--- config.mk ---
export PLATFORM = sky130hd
export DESIGN_NAME = ssi_top
export DESIGN_NICKNAME = d
export VERILOG_FILES = /design/src/core/ssi_pkg.sv /design/src/core/ssi_top.sv
export VERILOG_INCLUDE_DIRS = /design/src /design/src/core
export SDC_FILE = /design/constraint.sdc
export NUM_CORES = 1
export LEC_CHECK = 0
export BUFFER_PORTS_ARGS = -buffer_cell sky130_fd_sc_hd__buf_2
export CELL_PAD_IN_SITES_DETAIL_PLACEMENT = 0
export CELL_PAD_IN_SITES_GLOBAL_PLACEMENT = 2
export CORE_ASPECT_RATIO = 0.9
export CORE_MARGIN = 4
export CORE_UTILIZATION = 27
export DETAILED_ROUTE_END_ITERATION = 6
export MAX_ROUTING_LAYER = met4
export PLACE_DENSITY_LB_ADDON = 0.1
export SLEW_MARGIN = 20
export SYNTH_ARGS = -nofsm -noshare
export SYNTH_HDL_FRONTEND = slang
export SYNTH_SLANG_ARGS = --single-unit
--- constraint.sdc ---
create_clock -name aclk -period 2.5 [get_ports aclk]
set_input_delay 0.5 -clock aclk [delete_from_list [all_inputs] [get_ports aclk]]
set_output_delay 0.5 -clock aclk [all_outputs]
set_load 0.005 [all_outputs]
--- src/core/ssi_consts.svh ---
`ifndef SSI_CONSTS_SVH
`define SSI_CONSTS_SVH
// Contract
// - serial clock control is 4-bit write-only, clears to zero on reset
// - clock control write stops serial clock, clears bit counter to 000
// - clock control write during transfer aborts it and sets irq flag
// - new clock control value acts two cycles after the write
// - control bit 3 picks final divide 2 or 4 for prescaler clocks
// - bits 2..0 pick prescaler tap, system clock, or external clock input
// - idle/pin control is 2-bit write-only, writes ignored during transfer
// - idle/pin bit 2 drives data pin pull-up, only it resets to 0
// - idle/pin bit 1 sets idle data output level at once
// - transmit data leaves LSB first, changing on falling serial clock
// - data input sampled on rising serial clock, shifted in LSB first
// - shift register is two 4-bit read/write halves, no reset value
// - pin select is 4-bit write-only, clears to zero on reset
// - module standby is write-only, gates block clock, clears on reset
// - pin select 0x1 continuous clock, 101 receive, 111 transmit
// - start clears counter; rising edges count; eighth ends transfer, sets irq
// - internal clock stops after eight pulses

// register indices; byte address is four times the index
`define SSI_IDX_PIN_SEL 6'h0b
`define SSI_IDX_STANDBY 6'h0e
`define SSI_IDX_CLK_CTRL 6'h24
`define SSI_IDX_IDLE_PIN 6'h25
`define SSI_IDX_DATA_LO 6'h26
`define SSI_IDX_DATA_HI 6'h27
`define SSI_IDX_START 6'h30
`define SSI_IDX_STATUS 6'h31

`define SSI_RST_CLK_CTRL 4'h0
`define SSI_RST_PIN_SEL 4'h0
`define SSI_RST_STANDBY 4'h0
`define SSI_CODE_SYSCLK 3'h6
`define SSI_CODE_EXT 3'h7
`define SSI_CTRL_DELAY 2'h2
`define SSI_LAST_BIT 3'h7
`define SSI_RESP_OKAY 2'h0
`define SSI_RESP_DECERR 2'h3
`endif

--- src/core/ssi_pkg.sv ---
package ssi_pkg;
  typedef enum logic [1:0] {
    SSI_ST_IDLE,
    SSI_ST_WAIT,
    SSI_ST_XFER,
    SSI_ST_CONT
  } ssi_state_t;
endpackage

--- src/core/ssi_top.sv ---
// Design decision made here: the AXI4-Lite register port.
`timescale 1ns/1ns
`include "ssi_consts.svh"
module ssi_top (
  input wire logic aclk, // 20 MHz
  input wire logic aresetn, // sync reset
  input wire logic [7:0] s_axi_awaddr, // write address
  input wire logic s_axi_awvalid, // write address valid
  output logic s_axi_awready, // write address ready
  input wire logic [31:0] s_axi_wdata, // write data
  input wire logic [3:0] s_axi_wstrb, // byte enables
  input wire logic s_axi_wvalid, // write data valid
  output logic s_axi_wready, // write data ready
  output logic [1:0] s_axi_bresp, // write response
  output logic s_axi_bvalid, // write response valid
  input wire logic s_axi_bready, // write response ready
  input wire logic [7:0] s_axi_araddr, // read address
  input wire logic s_axi_arvalid, // read address valid
  output logic s_axi_arready, // read address ready
  output logic [31:0] s_axi_rdata, // read data
  output logic [1:0] s_axi_rresp, // read response
  output logic s_axi_rvalid, // read data valid
  input wire logic s_axi_rready, // read data ready
  input wire logic sck_in, // serial clock pin level
  output logic sck_out, // serial clock drive
  output logic sck_oe, // serial clock drive enable
  input wire logic sdata_in, // data pin level
  output logic sdata_out, // data pin drive
  output logic sdata_oe, // data pin drive enable
  output logic sdata_pullup_en, // data pin pull-up on
  output ssi_pkg::ssi_state_t serial_state // interface state
);
  import ssi_pkg::*;

  ////////////////////////////////////////////////////////////////////////////
  logic aw_full_reg, aw_full_next, w_full_reg, w_full_next;
  logic [5:0] aw_idx_reg, aw_idx_next;
  logic [3:0] wdata_reg, wdata_next;
  logic wstrb_reg, wstrb_next;
  logic bvalid_reg, bvalid_next, rvalid_reg, rvalid_next;
  logic [1:0] bresp_reg, bresp_next, rresp_reg, rresp_next;
  logic [31:0] rdata_reg, rdata_next;
  logic wr_fire, wr_ok, wr_hit;
  logic ctrl_wr, sts_wr, idle_wr, stat_wr;
  logic [3:0] rd_val;
  logic rd_hit;

  assign wr_fire = aw_full_reg & w_full_reg & ~bvalid_reg;
  assign wr_ok = wr_fire & wstrb_reg;
  assign ctrl_wr = wr_ok & (aw_idx_reg == `SSI_IDX_CLK_CTRL);
  assign sts_wr = wr_ok & (aw_idx_reg == `SSI_IDX_START) & wdata_reg[0];
  assign idle_wr = wr_ok & (aw_idx_reg == `SSI_IDX_IDLE_PIN);
  assign stat_wr = wr_ok & (aw_idx_reg == `SSI_IDX_STATUS) & wdata_reg[0];
  assign s_axi_awready = ~aw_full_reg;
  assign s_axi_wready = ~w_full_reg;
  assign s_axi_arready = ~rvalid_reg;
  assign s_axi_bvalid = bvalid_reg;
  assign s_axi_bresp = bresp_reg;
  assign s_axi_rvalid = rvalid_reg;
  assign s_axi_rresp = rresp_reg;
  assign s_axi_rdata = rdata_reg;

  always_comb begin
    case (aw_idx_reg)
      `SSI_IDX_PIN_SEL, `SSI_IDX_STANDBY, `SSI_IDX_CLK_CTRL, `SSI_IDX_IDLE_PIN,
      `SSI_IDX_DATA_LO, `SSI_IDX_DATA_HI, `SSI_IDX_START, `SSI_IDX_STATUS: wr_hit = 1'b1;
      default: wr_hit = 1'b0;
    endcase
  end

  always_comb begin
    aw_full_next = aw_full_reg;
    w_full_next = w_full_reg;
    aw_idx_next = aw_idx_reg;
    wdata_next = wdata_reg;
    wstrb_next = wstrb_reg;
    bvalid_next = bvalid_reg;
    bresp_next = bresp_reg;
    rvalid_next = rvalid_reg;
    rresp_next = rresp_reg;
    rdata_next = rdata_reg;
    if (s_axi_awvalid && !aw_full_reg) begin
      aw_full_next = 1'b1;
      aw_idx_next = s_axi_awaddr[7:2];
    end
    if (s_axi_wvalid && !w_full_reg) begin
      w_full_next = 1'b1;
      wdata_next = s_axi_wdata[3:0];
      wstrb_next = s_axi_wstrb[0];
    end
    if (wr_fire) begin
      aw_full_next = 1'b0;
      w_full_next = 1'b0;
      bvalid_next = 1'b1;
      bresp_next = wr_hit ? `SSI_RESP_OKAY : `SSI_RESP_DECERR;
    end
    if (bvalid_reg && s_axi_bready) begin
      bvalid_next = 1'b0;
    end
    if (s_axi_arvalid && !rvalid_reg) begin
      rvalid_next = 1'b1;
      rdata_next = {28'h0000000, rd_val};
      rresp_next = rd_hit ? `SSI_RESP_OKAY : `SSI_RESP_DECERR;
    end else if (rvalid_reg && s_axi_rready) begin
      rvalid_next = 1'b0;
    end
  end

  always_ff @(posedge aclk) begin
    if (!aresetn) begin
      aw_full_reg <= 1'b0;
      w_full_reg <= 1'b0;
      aw_idx_reg <= 6'h00;
      wdata_reg <= 4'h0;
      wstrb_reg <= 1'b0;
      bvalid_reg <= 1'b0;
      bresp_reg <= 2'h0;
      rvalid_reg <= 1'b0;
      rresp_reg <= 2'h0;
      rdata_reg <= 32'h00000000;
    end else begin
      aw_full_reg <= aw_full_next;
      w_full_reg <= w_full_next;
      aw_idx_reg <= aw_idx_next;
      wdata_reg <= wdata_next;
      wstrb_reg <= wstrb_next;
      bvalid_reg <= bvalid_next;
      bresp_reg <= bresp_next;
      rvalid_reg <= rvalid_next;
      rresp_reg <= rresp_next;
      rdata_reg <= rdata_next;
    end
  end

  ////////////////////////////////////////////////////////////////////////////
  logic [3:0] pin_sel_reg, pin_sel_next, standby_reg, standby_next;
  logic [3:0] clk_ctrl_reg, clk_ctrl_next, eff_reg, eff_next;
  logic [1:0] dly_reg, dly_next;
  logic pull_reg, pull_next;
  ssi_state_t state_reg, state_next;

  always_comb begin
    pin_sel_next = pin_sel_reg;
    standby_next = standby_reg;
    clk_ctrl_next = clk_ctrl_reg;
    eff_next = eff_reg;
    dly_next = dly_reg;
    pull_next = pull_reg;
    if (wr_ok && aw_idx_reg == `SSI_IDX_PIN_SEL) begin
      pin_sel_next = wdata_reg;
    end
    if (wr_ok && aw_idx_reg == `SSI_IDX_STANDBY) begin
      standby_next = wdata_reg;
    end
    if (dly_reg != 2'h0) begin
      dly_next = dly_reg - 2'h1;
      if (dly_reg == 2'h1) begin
        eff_next = clk_ctrl_reg;
      end
    end
    if (ctrl_wr) begin
      clk_ctrl_next = wdata_reg;
      dly_next = `SSI_CTRL_DELAY;
    end
    if (idle_wr && state_reg != SSI_ST_XFER) begin
      pull_next = wdata_reg[2];
    end
  end

  always_ff @(posedge aclk) begin
    if (!aresetn) begin
      pin_sel_reg <= `SSI_RST_PIN_SEL;
      standby_reg <= `SSI_RST_STANDBY;
      clk_ctrl_reg <= `SSI_RST_CLK_CTRL;
      eff_reg <= `SSI_RST_CLK_CTRL;
      dly_reg <= 2'h0;
      pull_reg <= 1'b0;
    end else begin
      pin_sel_reg <= pin_sel_next;
      standby_reg <= standby_next;
      clk_ctrl_reg <= clk_ctrl_next;
      eff_reg <= eff_next;
      dly_reg <= dly_next;
      pull_reg <= pull_next;
    end
  end

  ////////////////////////////////////////////////////////////////////////////
  logic [10:0] presc_reg, presc_next, tap_mask;
  logic half_reg, half_next, sck_reg, sck_next;
  logic [2:0] cnt_reg, cnt_next;
  logic [7:0] sr_reg, sr_next;
  logic so_reg, so_next, irq_reg, irq_next;
  logic sck_s1, sck_s2, sck_s3, si_s1, si_s2;
  logic run, internal, gen_on, tick, toggle, fall_ev, rise_ev, cont_mode, tx_mode;

  // standby bit 0 stops the block clock
  assign run = ~standby_reg[0];
  assign internal = eff_reg[2:0] != `SSI_CODE_EXT;
  assign cont_mode = ~pin_sel_reg[3] & pin_sel_reg[1];
  assign tx_mode = pin_sel_reg[3] & pin_sel_reg[2] & pin_sel_reg[1];
  // tap select: /2048 down to /2, system clock every cycle
  assign tap_mask = (eff_reg[2:0] >= `SSI_CODE_SYSCLK) ? 11'h000 :
                    (11'h7ff >> {eff_reg[2:0], 1'b0});
  assign tick = (presc_reg & tap_mask) == tap_mask;
  assign gen_on = run & internal & ~ctrl_wr & (state_reg != SSI_ST_IDLE);
  // divide 2 toggles every tick, divide 4 every other tick
  assign toggle = gen_on & tick & (~eff_reg[3] | half_reg);
  assign fall_ev = internal ? (toggle & sck_reg) :
                   (run & ~ctrl_wr & sck_s3 & ~sck_s2 & state_reg != SSI_ST_IDLE);
  assign rise_ev = internal ? (toggle & ~sck_reg) :
                   (run & ~ctrl_wr & ~sck_s3 & sck_s2 & state_reg != SSI_ST_IDLE);

  always_comb begin
    presc_next = presc_reg;
    half_next = half_reg;
    sck_next = sck_reg;
    cnt_next = cnt_reg;
    sr_next = sr_reg;
    so_next = so_reg;
    irq_next = irq_reg;
    state_next = state_reg;
    if (run) begin
      presc_next = presc_reg + 11'h001;
    end
    if (gen_on && tick) begin
      half_next = ~half_reg;
    end
    if (toggle) begin
      sck_next = ~sck_reg;
    end
    if (stat_wr) begin
      irq_next = 1'b0;
    end
    if (ctrl_wr) begin
      cnt_next = 3'h0;
      sck_next = 1'b1;
      half_next = 1'b0;
      if (state_reg == SSI_ST_XFER) begin
        irq_next = 1'b1;
      end
      state_next = SSI_ST_IDLE;
    end else if (sts_wr) begin
      cnt_next = 3'h0;
      if (state_reg == SSI_ST_XFER) begin
        irq_next = 1'b1;
      end
      state_next = SSI_ST_WAIT;
    end else begin
      unique case (state_reg)
        SSI_ST_IDLE: begin
          sck_next = 1'b1;
        end
        SSI_ST_WAIT: begin
          if (fall_ev) begin
            if (cont_mode && internal) begin
              state_next = SSI_ST_CONT;
            end else begin
              state_next = SSI_ST_XFER;
              so_next = sr_reg[0];
            end
          end
        end
        SSI_ST_XFER: begin
          if (fall_ev) begin
            so_next = sr_reg[0];
          end
          // sample on rising edge, LSB first
          if (rise_ev) begin
            sr_next = {si_s2, sr_reg[7:1]};
            cnt_next = cnt_reg + 3'h1;
            if (cnt_reg == `SSI_LAST_BIT) begin
              irq_next = 1'b1;
              state_next = internal ? SSI_ST_IDLE : SSI_ST_WAIT;
            end
          end
        end
        SSI_ST_CONT: begin
        end
      endcase
    end
    if (wr_ok && aw_idx_reg == `SSI_IDX_DATA_LO) begin
      sr_next[3:0] = wdata_reg;
    end
    if (wr_ok && aw_idx_reg == `SSI_IDX_DATA_HI) begin
      sr_next[7:4] = wdata_reg;
    end
    // idle level follows the write at once
    if (idle_wr && state_reg != SSI_ST_XFER) begin
      so_next = wdata_reg[1];
    end
  end

  // shift data and idle level carry no reset value
  always_ff @(posedge aclk) begin
    sr_reg <= sr_next;
    so_reg <= so_next;
  end

  always_ff @(posedge aclk) begin
    if (!aresetn) begin
      presc_reg <= 11'h000;
      half_reg <= 1'b0;
      sck_reg <= 1'b1;
      cnt_reg <= 3'h0;
      irq_reg <= 1'b0;
      state_reg <= SSI_ST_IDLE;
      sck_s1 <= 1'b1;
      sck_s2 <= 1'b1;
      sck_s3 <= 1'b1;
      si_s1 <= 1'b0;
      si_s2 <= 1'b0;
    end else begin
      presc_reg <= presc_next;
      half_reg <= half_next;
      sck_reg <= sck_next;
      cnt_reg <= cnt_next;
      irq_reg <= irq_next;
      state_reg <= state_next;
      sck_s1 <= sck_in;
      sck_s2 <= sck_s1;
      sck_s3 <= sck_s2;
      si_s1 <= sdata_in;
      si_s2 <= si_s1;
    end
  end

  always_comb begin
    rd_hit = 1'b1;
    unique case (s_axi_araddr[7:2])
      `SSI_IDX_DATA_LO: rd_val = sr_reg[3:0];
      `SSI_IDX_DATA_HI: rd_val = sr_reg[7:4];
      `SSI_IDX_STATUS: rd_val = {state_reg, 1'b0, irq_reg};
      `SSI_IDX_PIN_SEL, `SSI_IDX_STANDBY, `SSI_IDX_CLK_CTRL, `SSI_IDX_IDLE_PIN,
      `SSI_IDX_START: rd_val = 4'h0;
      default: begin
        rd_val = 4'h0;
        rd_hit = 1'b0;
      end
    endcase
  end

  assign sck_out = sck_reg;
  assign sck_oe = pin_sel_reg[1] & internal;
  assign sdata_oe = tx_mode;
  assign sdata_out = tx_mode & so_reg;
  assign sdata_pullup_en = pull_reg;
  assign serial_state = state_reg;
endmodule

==> metrics.md, run 1 <==
| Metric | Value |
|---|---|
| Htree depth | `3` |
| Least-Margin Pin Slew | `0.656 ns` |
| Die extent in y | `116 um` |
| Initial DRC count | `106` |
| Switching pwr | `0.570 mW` |
| Synth Flop Type | `dfxtp_1` |
| Hold WC Path Type | `in -> reg` |
| MaxCap Viol Count | `0` |
| Core footprint | `12,600 um^2` |
| Reg power frac | `0.447` |
| Instance count on the critical path | `9` |
| Worst slack, placed | `0.103 ns` |
| Total Nets Final | `480` |
| Total CTS buffers | `9` |
| DP Wirelength | `6170 um` |
| Synth Cell Area | `3480 um^2` |
| CP top delay family | `simple AND/OR/NAND/NOR gates` |
| Power consumption | `2.63 mW` |
| Share of the synthesized area in the top cell type | `0.345` |
| Critical-path cell list | `o21bai_1 > nor3_1 > o2111ai_1 > nor2_1 > ha_1 > and3_1 > a41oi_2 > or2_2 > nand2_2` |
| CTS tree | `done` |
| Cell internal pwr | `2.06 mW` |
| # diodes | `0` |
| Post-Route Utilization | `0.329` |
| Final hold slack | `0.364 ns` |
| Worst hold start | `sck_in` |
| CP Max Fanout | `5` |
| CP endpoint | `sr_reg[4]` |
| Fin crit share | `0.913` |
| Cells after synthesis | `360` |
| Routed WL | `8080 um` |
| Clock skew | `0.00917 ns` |
| Root buf cell | `clkbuf_16` |
| Power share of the combinational group | `0.063` |
| Synth Area per Inst | `9.67 um^2` |
| Pre-antenna DRT Iters | `4` |
| Unrepaired setup endpoints after global routing | `no` |
| Critical Path Source Type | `flip-flop` |
| Starting density of the core | `0.275` |
| Via Count | `2,495` |
| R2r setup slk | `0.22 ns` |
| Async SR Flop Fraction | `0` |
| DRC | `0` |
| Post-route worst setup slack | `0.219 ns` |
| Placed cell areas | `3840 um^2` |
| Leak | `1.74 nW` |
| Non-filler cells, final | `583` |
| Sw Share | `0.217` |
| Achievable frequency | `0.438 GHz` |
| Num ports | `109` |
| R2r startpoint | `standby_reg[0]` |
| DR WL met3 | `423 um` |
| Via-per-instance ratio | `4.28` |
| Register clock-pin slew on the reported worst setup and hold paths | `0.06 ns` |
| Pin count of the biggest net entering global routing | `30` |
| Library cells used by synthesis | `58` |
| DR top layer | `met4` |
| R2R cell count | `9` |
| Crit. Startpoint | `standby_reg[0]` |
| Routed Antenna Nets | `0` |
| Layout cell share with drive strength beyond 1 | `0.234` |
| Global-route wire length before repair | `13,000 um` |
| DIE WIDTH | `128 um` |
| Hold_buf cts | `0` |
| IO buf count | `45` |
| Met2 wire len | `3550 um` |
| Setup tns final | `0 ns` |
| Ys Warns | `0` |
| Row count | `39` |
| Pwr Density | `632 nW/um^2` |
| Skew-Pair Late Insertion Delay | `0.34 ns` |
| Area leader, netlist | `dfxtp_1` |
| Layout area overhead | `19.4%` |
| Register area | `1470 um^2` |
| Antenna violations before repair | `0` |
| Fin crit period | `2.28 ns` |
| Gpl congestion | `0.740` |
| Max reg flops | `11` |
| Met1 WL | `3990 um` |
| Drt wl/cell | `13.9 um` |
| Seq/Total Area, Yosys | `0.423` |
| CTS Sinks | `69` |
| Outcome | `completed` |
| Multi-input logic area | `1790 um^2` |
| Crit path capture type | `flip-flop` |
| EDFF count, synth | `9` |
| Synth area leaders | `dfxtp_1, edfxtp_1, mux2i_1` |
| Critical Path Max Stage Delay | `0.36 ns` |
| Critical Path RT | `2.55 ns` |
| Critical R2R Capture | `sr_reg[4]` |
| Max_slew headroom | `0.558` |
| Fill count | `1,316` |
| Clk pwr share | `0.490` |
| Number of global-route vias before repair | `2,445` |
| Worst VDD drop | `251 uV` |
| Hold Fails Final Rpt | `0` |
| Gr usage total | `0.119` |
| Final Setup Violations | `0` |
| Slowest cell on the critical path | `dfxtp_1` |
| Slew Limit Fails | `0` |
| Grt total ovfl | `0` |
| WS Path Type | `reg -> reg` |
| Bufs on Longest Clock Path | `2` |
| Crit path DAT | `2.33 ns` |
| Synth Register Bits | `69` |
| Final instance area | `4160 um^2` |
| Die area | `14,800 um^2` |
| Worst Path Buf+Inv | `0` |
| Dpl cells | `566` |
## worst min path at each step
stage | slack (ns) | end | cells after the start
global placement | 0.41 | sck_s2 | 1
detailed placement | 0.40 | sck_s2 | 1
global route | 0.35 | sck_s1 | 2
floorplan | 0.39 | sck_s2 | 1
finish | 0.36 | sck_s1 | 2
CTS | 0.34 | sck_s1 | 2
## repair_timing
item	in CTS	in global routing
endpoints found under the setup margin	0	8
resized for setup	0	2
setup buffers	0	1
## layout by cell type, fill, tap and decap left out, drive strengths merged, types with 4 or more instances in the layout
master  synthesis  routed
nand2b          6       6
a21oi           9       9
o21ai           4       4
ha              5       5
nor2           22      22
mux2           13      13
conb            1      28
inv            10      10
and3            5       5
nor2b          35      35
and2           14      14
nand3b          5       5
mux2i          24      24
buf            32      62
edfxtp          9       9
a21boi          5       5
nand2          17      17
nor3            5       5
clkbuf         14      15
xnor2           9       9
nand3           7       7
xor2            5       5
dfxtp          60      60
## cells in the mapped netlist (2+ instances only)
library cell / count
and4bb_2: 2
a21boi_0: 5
nand2b_1: 6
buf_4: 31
and3_1: 5
a21oi_1: 9
or3_1: 2
nand2_1: 17
inv_1: 10
clkbuf_1: 13
xnor2_1: 9
nand3_1: 6
xor2_1: 5
a32oi_1: 2
o31ai_1: 3
nand4b_1: 2
a222oi_1: 3
mux2i_1: 24
mux2_2: 13
nand3b_1: 5
o21ai_0: 4
nand4_1: 3
and2_1: 14
nor3b_1: 2
dfxtp_1: 60
nor2b_1: 35
o2111ai_1: 2
edfxtp_1: 9
nor2_1: 22
nor3_1: 5
ha_1: 5
## final cells by class
class | instances | area share
Tap cell | 164 | 0.0494
Clock buffer | 15 | 0.0644
Clock inverter | 1 | 0.00722
Multi-Input combinational cell | 262 | 0.431
Inverter | 10 | 0.00903
Timing Repair Buffer | 62 | 0.0849
Sequential cell | 69 | 0.354
## power groups by stage
stage | combinational (mW) | sequential [mW] | clock [mW]
6_report | 0.165 | 1.17 | 1.29
5_1_grt | 0.189 | 1.18 | 1.38
4_1_cts | 0.168 | 1.17 | 1.33
3_5_place_dp | 0.167 | 1.20 | 0
3_3_place_gp | 0.167 | 1.20 | 0
2_1_floorplan | 0.134 | 1.19 | 0
## routing by layer
metal,vias to the layer above,GRT usage
met5,-,-
met3,12,0.0484
met4,0,0.0375
met1,1135,0.147
li1,1295,-
met2,53,0.178
## logic make-up after synthesis
group,after synthesis,share of synthesized area
multiplexers,37,0.111
flip-flops,69,0.423
AO/OA/AOI/OAI,42,0.0902
AND/OR/NAND/NOR,136,0.227
adder cells (fa/ha/maj),5,0.0180
XOR/XNOR,14,0.0352
other,1,0.00108
buffers and inverters,56,0.0945
Note: power is estimated with default switching activity, not from simulation.
==> run 2: changes to the inputs <==
--- a/config.mk
+++ b/config.mk
@@ -14,7 +14,7 @@
 export CORE_UTILIZATION = 27
 export DETAILED_ROUTE_END_ITERATION = 6
 export MAX_ROUTING_LAYER = met4
-export PLACE_DENSITY_LB_ADDON = 0.1
+export PLACE_DENSITY = 0.84
 export SLEW_MARGIN = 20
 export SYNTH_ARGS = -nofsm -noshare
 export SYNTH_HDL_FRONTEND = slang
==> metrics.md, run 2 (synthesis gave the netlist of run 1 again) <==
| Metric | Value |
|---|---|
| Skew-Pair Late Insertion Delay | `0.32 ns` |
| Root buf cell | `clkbuf_16` |
| Bufs on Longest Clock Path | `2` |
| Hold WC Path Type | `in -> reg` |
| Met2 usage | `0.154` |
| Gpl congestion | `0.753` |
| Via-per-instance ratio | `4.34` |
| Via Count | `2,513` |
| Most frequent cells in the layout | `dfxtp_1, buf_2, nor2b_1, conb_1, mux2i_1` |
| Grt total ovfl | `0` |
| Hold_buf cts | `0` |
| Dpl cells | `562` |
| Slew Limit Fails | `0` |
| DRC | `0` |
| Final instance area | `4130 um^2` |
| Routed WL | `7410 um` |
| Number of global-route vias before repair | `2,394` |
| Setup tns final | `0 ns` |
| Total CTS buffers | `9` |
| Final hold slack | `0.371 ns` |
| Switching pwr | `0.555 mW` |
| CTS tree | `done` |
| Layout cell share with drive strength beyond 1 | `0.229` |
| Layout area overhead | `18.7%` |
| MaxCap Viol Count | `0` |
| Final Setup Violations | `0` |
| IO buf count | `45` |
| Outcome | `completed` |
| Gr usage total | `0.108` |
| Die area | `14,800 um^2` |
| Fin crit period | `2.30 ns` |
| Non-filler cells, final | `579` |
| Cell internal pwr | `2.07 mW` |
| Crit path DAT | `2.32 ns` |
| GR peak layer | `met2` |
| Die extent in y | `116 um` |
| Crit path capture type | `flip-flop` |
| Core footprint | `12,600 um^2` |
| Starting density of the core | `0.275` |
| Unrepaired setup endpoints after global routing | `yes` |
| Least-Margin Pin Slew | `0.589 ns` |
| Htree depth | `3` |
| Global-route wire length before repair | `12,300 um` |
| CP Max Fanout | `6` |
| Clk pwr share | `0.494` |
| Antenna violations before repair | `0` |
| Critical Path RT | `2.52 ns` |
| Most common cell after layout, fill and taps aside | `dfxtp_1` |
| Sw Share | `0.211` |
| Register clock-pin slew on the reported worst setup and hold paths | `0.06 ns` |
| CTS Sinks | `69` |
| Initial DRC count | `107` |
| Fin crit share | `0.921` |
| Routing usage on met3 | `0.0318` |
| DP Wirelength | `5630 um` |
| # diodes | `0` |
| DIE WIDTH | `128 um` |
| Power share of the combinational group | `0.059` |
| Row count | `39` |
| Max_slew headroom | `0.603` |
| Routed Antenna Nets | `0` |
| Total Nets Final | `476` |
| Hold Fails Final Rpt | `0` |
| Drt wl/cell | `12.8 um` |
| Pwr Density | `637 nW/um^2` |
| Reg power frac | `0.447` |
| Num ports | `109` |
| Met1 usage | `0.151` |
| Achievable frequency | `0.434 GHz` |
| Worst VDD drop | `287 uV` |
| Pre-antenna DRT Iters | `5` |
| Pin count of the biggest net entering global routing | `32` |
| Critical Path Source Type | `flip-flop` |
| Max reg flops | `11` |
| Leak | `1.73 nW` |
| Clock skew | `0.00582 ns` |
| Placed cell areas | `3810 um^2` |
| WS Path Type | `reg -> reg` |
-- run 2: changes by cell type in the layout (fill, tap and decap cells not counted) --
cell / previous run / this run
clkbuf_8: 2 / 3
nand2_1: 16 / 17
buf_4: 17 / 13
nand2_2: 1 / 0
nand2b_4: 1 / 0
inv_4: 0 / 1
nand2b_1: 5 / 6
clkinv_2: 0 / 1
clkbuf_1: 4 / 1
-- run 2: what timing repair did --
action | in CTS | in global routing
setup endpoints to repair | 0 | 8
buffers inserted | 0 | 1
resized for setup | 0 | 0
-- run 2: final cells by class --
cell class	instances	area, um^2
Clock buffer	13	270
Clock inverter	3	41.3
Fill cell	1312	8510
Inverter	10	37.5
Multi-Input combinational cell	262	1780
Sequential cell	69	1470
Tap cell	164	205
Timing Repair Buffer	58	323
-- run 2: final timing paths --
kind / from / end / slack [ns] / cells after the start
hold / removal: sck_in / sck_s1 / 0.37 / 2
hold reg to reg: sck_s1 / sck_s2 / 0.41 / 1
setup reg to reg: aw_idx_reg[5] / sr_reg[0] / 0.20 / 9
setup / recovery: aw_idx_reg[5] / sr_reg[0] / 0.20 / 9
-- run 2: stage by stage --
step | power (mW) | utilization | setup slack (ns)
3_5_place_dp | 1.35 | 0.302 | 0.206
6_report | 2.63 | 0.327 | 0.198
2_1_floorplan | 1.33 | - | 0.149
4_1_cts | 2.66 | 0.326 | 0.193
3_3_place_gp | 1.35 | 0.302 | 0.234
5_1_grt | 2.75 | 0.327 | -0.0312
-- run 2: per-layer routing --
layer / wire [um] / vias to the layer above
met2: 3190 / 62
met5: 0 / -
li1: - / 1290
met4: 75 / 0
met1: 3810 / 1152
met3: 338 / 9
-- run 2: power by group through the flow --
stage                     logic [mW]  clock network (mW)  registers [mW]
after detailed placement       0.154                   0            1.20
final                          0.154                1.30            1.18
after CTS                      0.155                1.32            1.18
after floorplan                0.134                   0            1.19
after global routing           0.175                1.39            1.18
after global placement         0.152                   0            1.20
-- run 2: worst max-delay path, stage by stage, from the launching register on --
cell and delay (ns):
dfxtp_1 0.35, and4bb_2 0.28, nand4_1 0.14, o21ai_0 0.12, nor2_1 0.17, ha_1 0.20
and3_1 0.17, a41oi_2 0.05, or2_2 0.33, nand2b_1 0.18
==> run 3: changes to the inputs <==
--- a/config.mk
+++ b/config.mk
@@ -9,7 +9,6 @@
 export BUFFER_PORTS_ARGS = -buffer_cell sky130_fd_sc_hd__buf_2
 export CELL_PAD_IN_SITES_DETAIL_PLACEMENT = 0
 export CELL_PAD_IN_SITES_GLOBAL_PLACEMENT = 2
-export CORE_ASPECT_RATIO = 0.9
 export CORE_MARGIN = 4
 export CORE_UTILIZATION = 27
 export DETAILED_ROUTE_END_ITERATION = 6
==> metrics.md, run 3 (synthesis gave the netlist of run 1 again) <==
| Metric | Value |
|---|---|
| Outcome | `completed` |
| Final hold slack | `0.362 ns` |
| Core footprint | `12,600 um^2` |
| Power consumption | `2.63 mW` |
| Die extent in y | `122 um` |
| Bufs on Longest Clock Path | `2` |
| Layout cell share with drive strength beyond 1 | `0.230` |
| Max reg flops | `11` |
| Total CTS buffers | `9` |
| Critical Path Max Stage Delay | `0.37 ns` |
| Achievable frequency | `0.434 GHz` |
| Non-filler cells, final | `585` |
| Worst slack, placed | `0.127 ns` |
| Critical-path cell list | `and4bb_2 > nand4_1 > o21ai_0 > nor2_2 > ha_1 > and3_1 > a41oi_2 > or2_2 > nand2b_1` |
| Unrepaired setup endpoints after global routing | `yes` |
| Initial DRC count | `73` |
| Pre-antenna DRT Iters | `6` |
| Critical Path Source Type | `flip-flop` |
| DRC | `0` |
| Antenna violations before repair | `0` |
| Worst VDD drop | `289 uV` |
| Starting density of the core | `0.276` |
| Fin crit share | `0.921` |
| Die area | `14,800 um^2` |
| CTS tree | `done` |
| Most common cell after layout, fill and taps aside | `dfxtp_1` |
| Placed cell areas | `3820 um^2` |
| Num ports | `109` |
| # diodes | `0` |
| Final instance area | `4140 um^2` |
| Row count | `41` |
| Hold Fails Final Rpt | `0` |
| Final Setup Violations | `0` |
| Skew-Pair Late Insertion Delay | `0.33 ns` |
| Pin count of the biggest net entering global routing | `30` |
| Total Nets Final | `475` |
| CP Max Fanout | `4` |
| Slew Limit Fails | `0` |
| Max_slew headroom | `0.628` |
| Via-per-instance ratio | `4.31` |
| Most frequent cells in the layout | `dfxtp_1, buf_2, nor2b_1, conb_1, mux2i_1` |
| Crit path DAT | `2.32 ns` |
| Fin crit period | `2.30 ns` |
| Least-Margin Pin Slew | `0.552 ns` |
| Grt total ovfl | `0` |
| Htree depth | `3` |
| Crit path capture type | `flip-flop` |
| Hold WC Path Type | `in -> reg` |
| Clock skew | `0.00446 ns` |
| Drt wl/cell | `12.6 um` |
| Routed Antenna Nets | `0` |
| Register clock-pin slew on the reported worst setup and hold paths | `0.05 ns` |
| Pwr Density | `635 nW/um^2` |
| CTS Sinks | `69` |
| Via Count | `2,523` |
| DP Wirelength | `5610 um` |
| Layout area overhead | `18.8%` |
| Global-route wire length before repair | `12,400 um` |
| Setup tns final | `0 ns` |
| WS Path Type | `reg -> reg` |
| Post-Route Utilization | `0.328` |
| Routed WL | `7370 um` |
| Critical Path RT | `2.52 ns` |
| Number of global-route vias before repair | `2,496` |
| IO buf count | `45` |
| Gpl congestion | `0.790` |
| DIE WIDTH | `122 um` |
| Slowest cell on the critical path | `dfxtp_1` |
| Post-route worst setup slack | `0.197 ns` |
| Leak | `1.72 nW` |
| Dpl cells | `570` |
| Gr usage total | `0.108` |
| MaxCap Viol Count | `0` |
| Root buf cell | `clkbuf_16` |
-- run 3: changes by cell type in the layout (fill, tap and decap cells not counted), sizes merged --
cell / previous run / this run
inv: 11 / 10
clkbuf: 13 / 12
buf: 58 / 57
clkinvlp: 0 / 1
-- run 3: path summary, 6_finish.rpt --
path                       from        end  slack (ns)  depth (start not counted)
setup / recovery  aw_idx_reg[3]  sr_reg[0]        0.20                          9
hold / removal           sck_in     sck_s1        0.36                          2
setup reg to reg  aw_idx_reg[3]  sr_reg[0]        0.20                          9
hold reg to reg          sck_s1     sck_s2        0.41                          1
-- run 3: worst max-delay path, delay by kind of cell (launching register included) --
| family | cells | cell delay, ns |
|---|---|---|
| flops | 1 | 0.37 |
| compound gates | 2 | 0.18 |
| fa+ha+maj | 1 | 0.22 |
| simple gates | 6 | 1.24 |
-- run 3: power breakdown --
part	internal (mW)	leakage, nW	switching (mW)
Combinational	0.0755	1.00	0.0800
Sequential	1.15	0.568	0.0276
Clock	0.852	0.150	0.445
Total	2.07	1.72	0.553
-- run 3: timing repair --
action | in CTS | in global routing
resized for setup | 0 | 2
buffers inserted | 0 | 0
hold buffers | 0 | 0
endpoints found under the setup margin | 0 | 10
-- run 3: cell type report --
class                           instances  area [um^2]
Inverter                               10         37.5
Clock inverter                          3         42.5
Timing Repair Buffer                   57          315
Tap cell                              172          215
Multi-Input combinational cell        262         1780
Fill cell                            1356         8480
Clock buffer                           12          268
Sequential cell                        69         1470
-- run 3: layer usage --
| layer | vias to the layer above | global-route usage | routed length [um] |
|---|---|---|---|
| met1 | 1177 | 0.139 | 3540 |
| met3 | 10 | 0.0288 | 263 |
| li1 | 1287 | - | - |
| met5 | - | - | 0 |
| met4 | 0 | 0.0336 | 74 |
| met2 | 49 | 0.166 | 3490 |
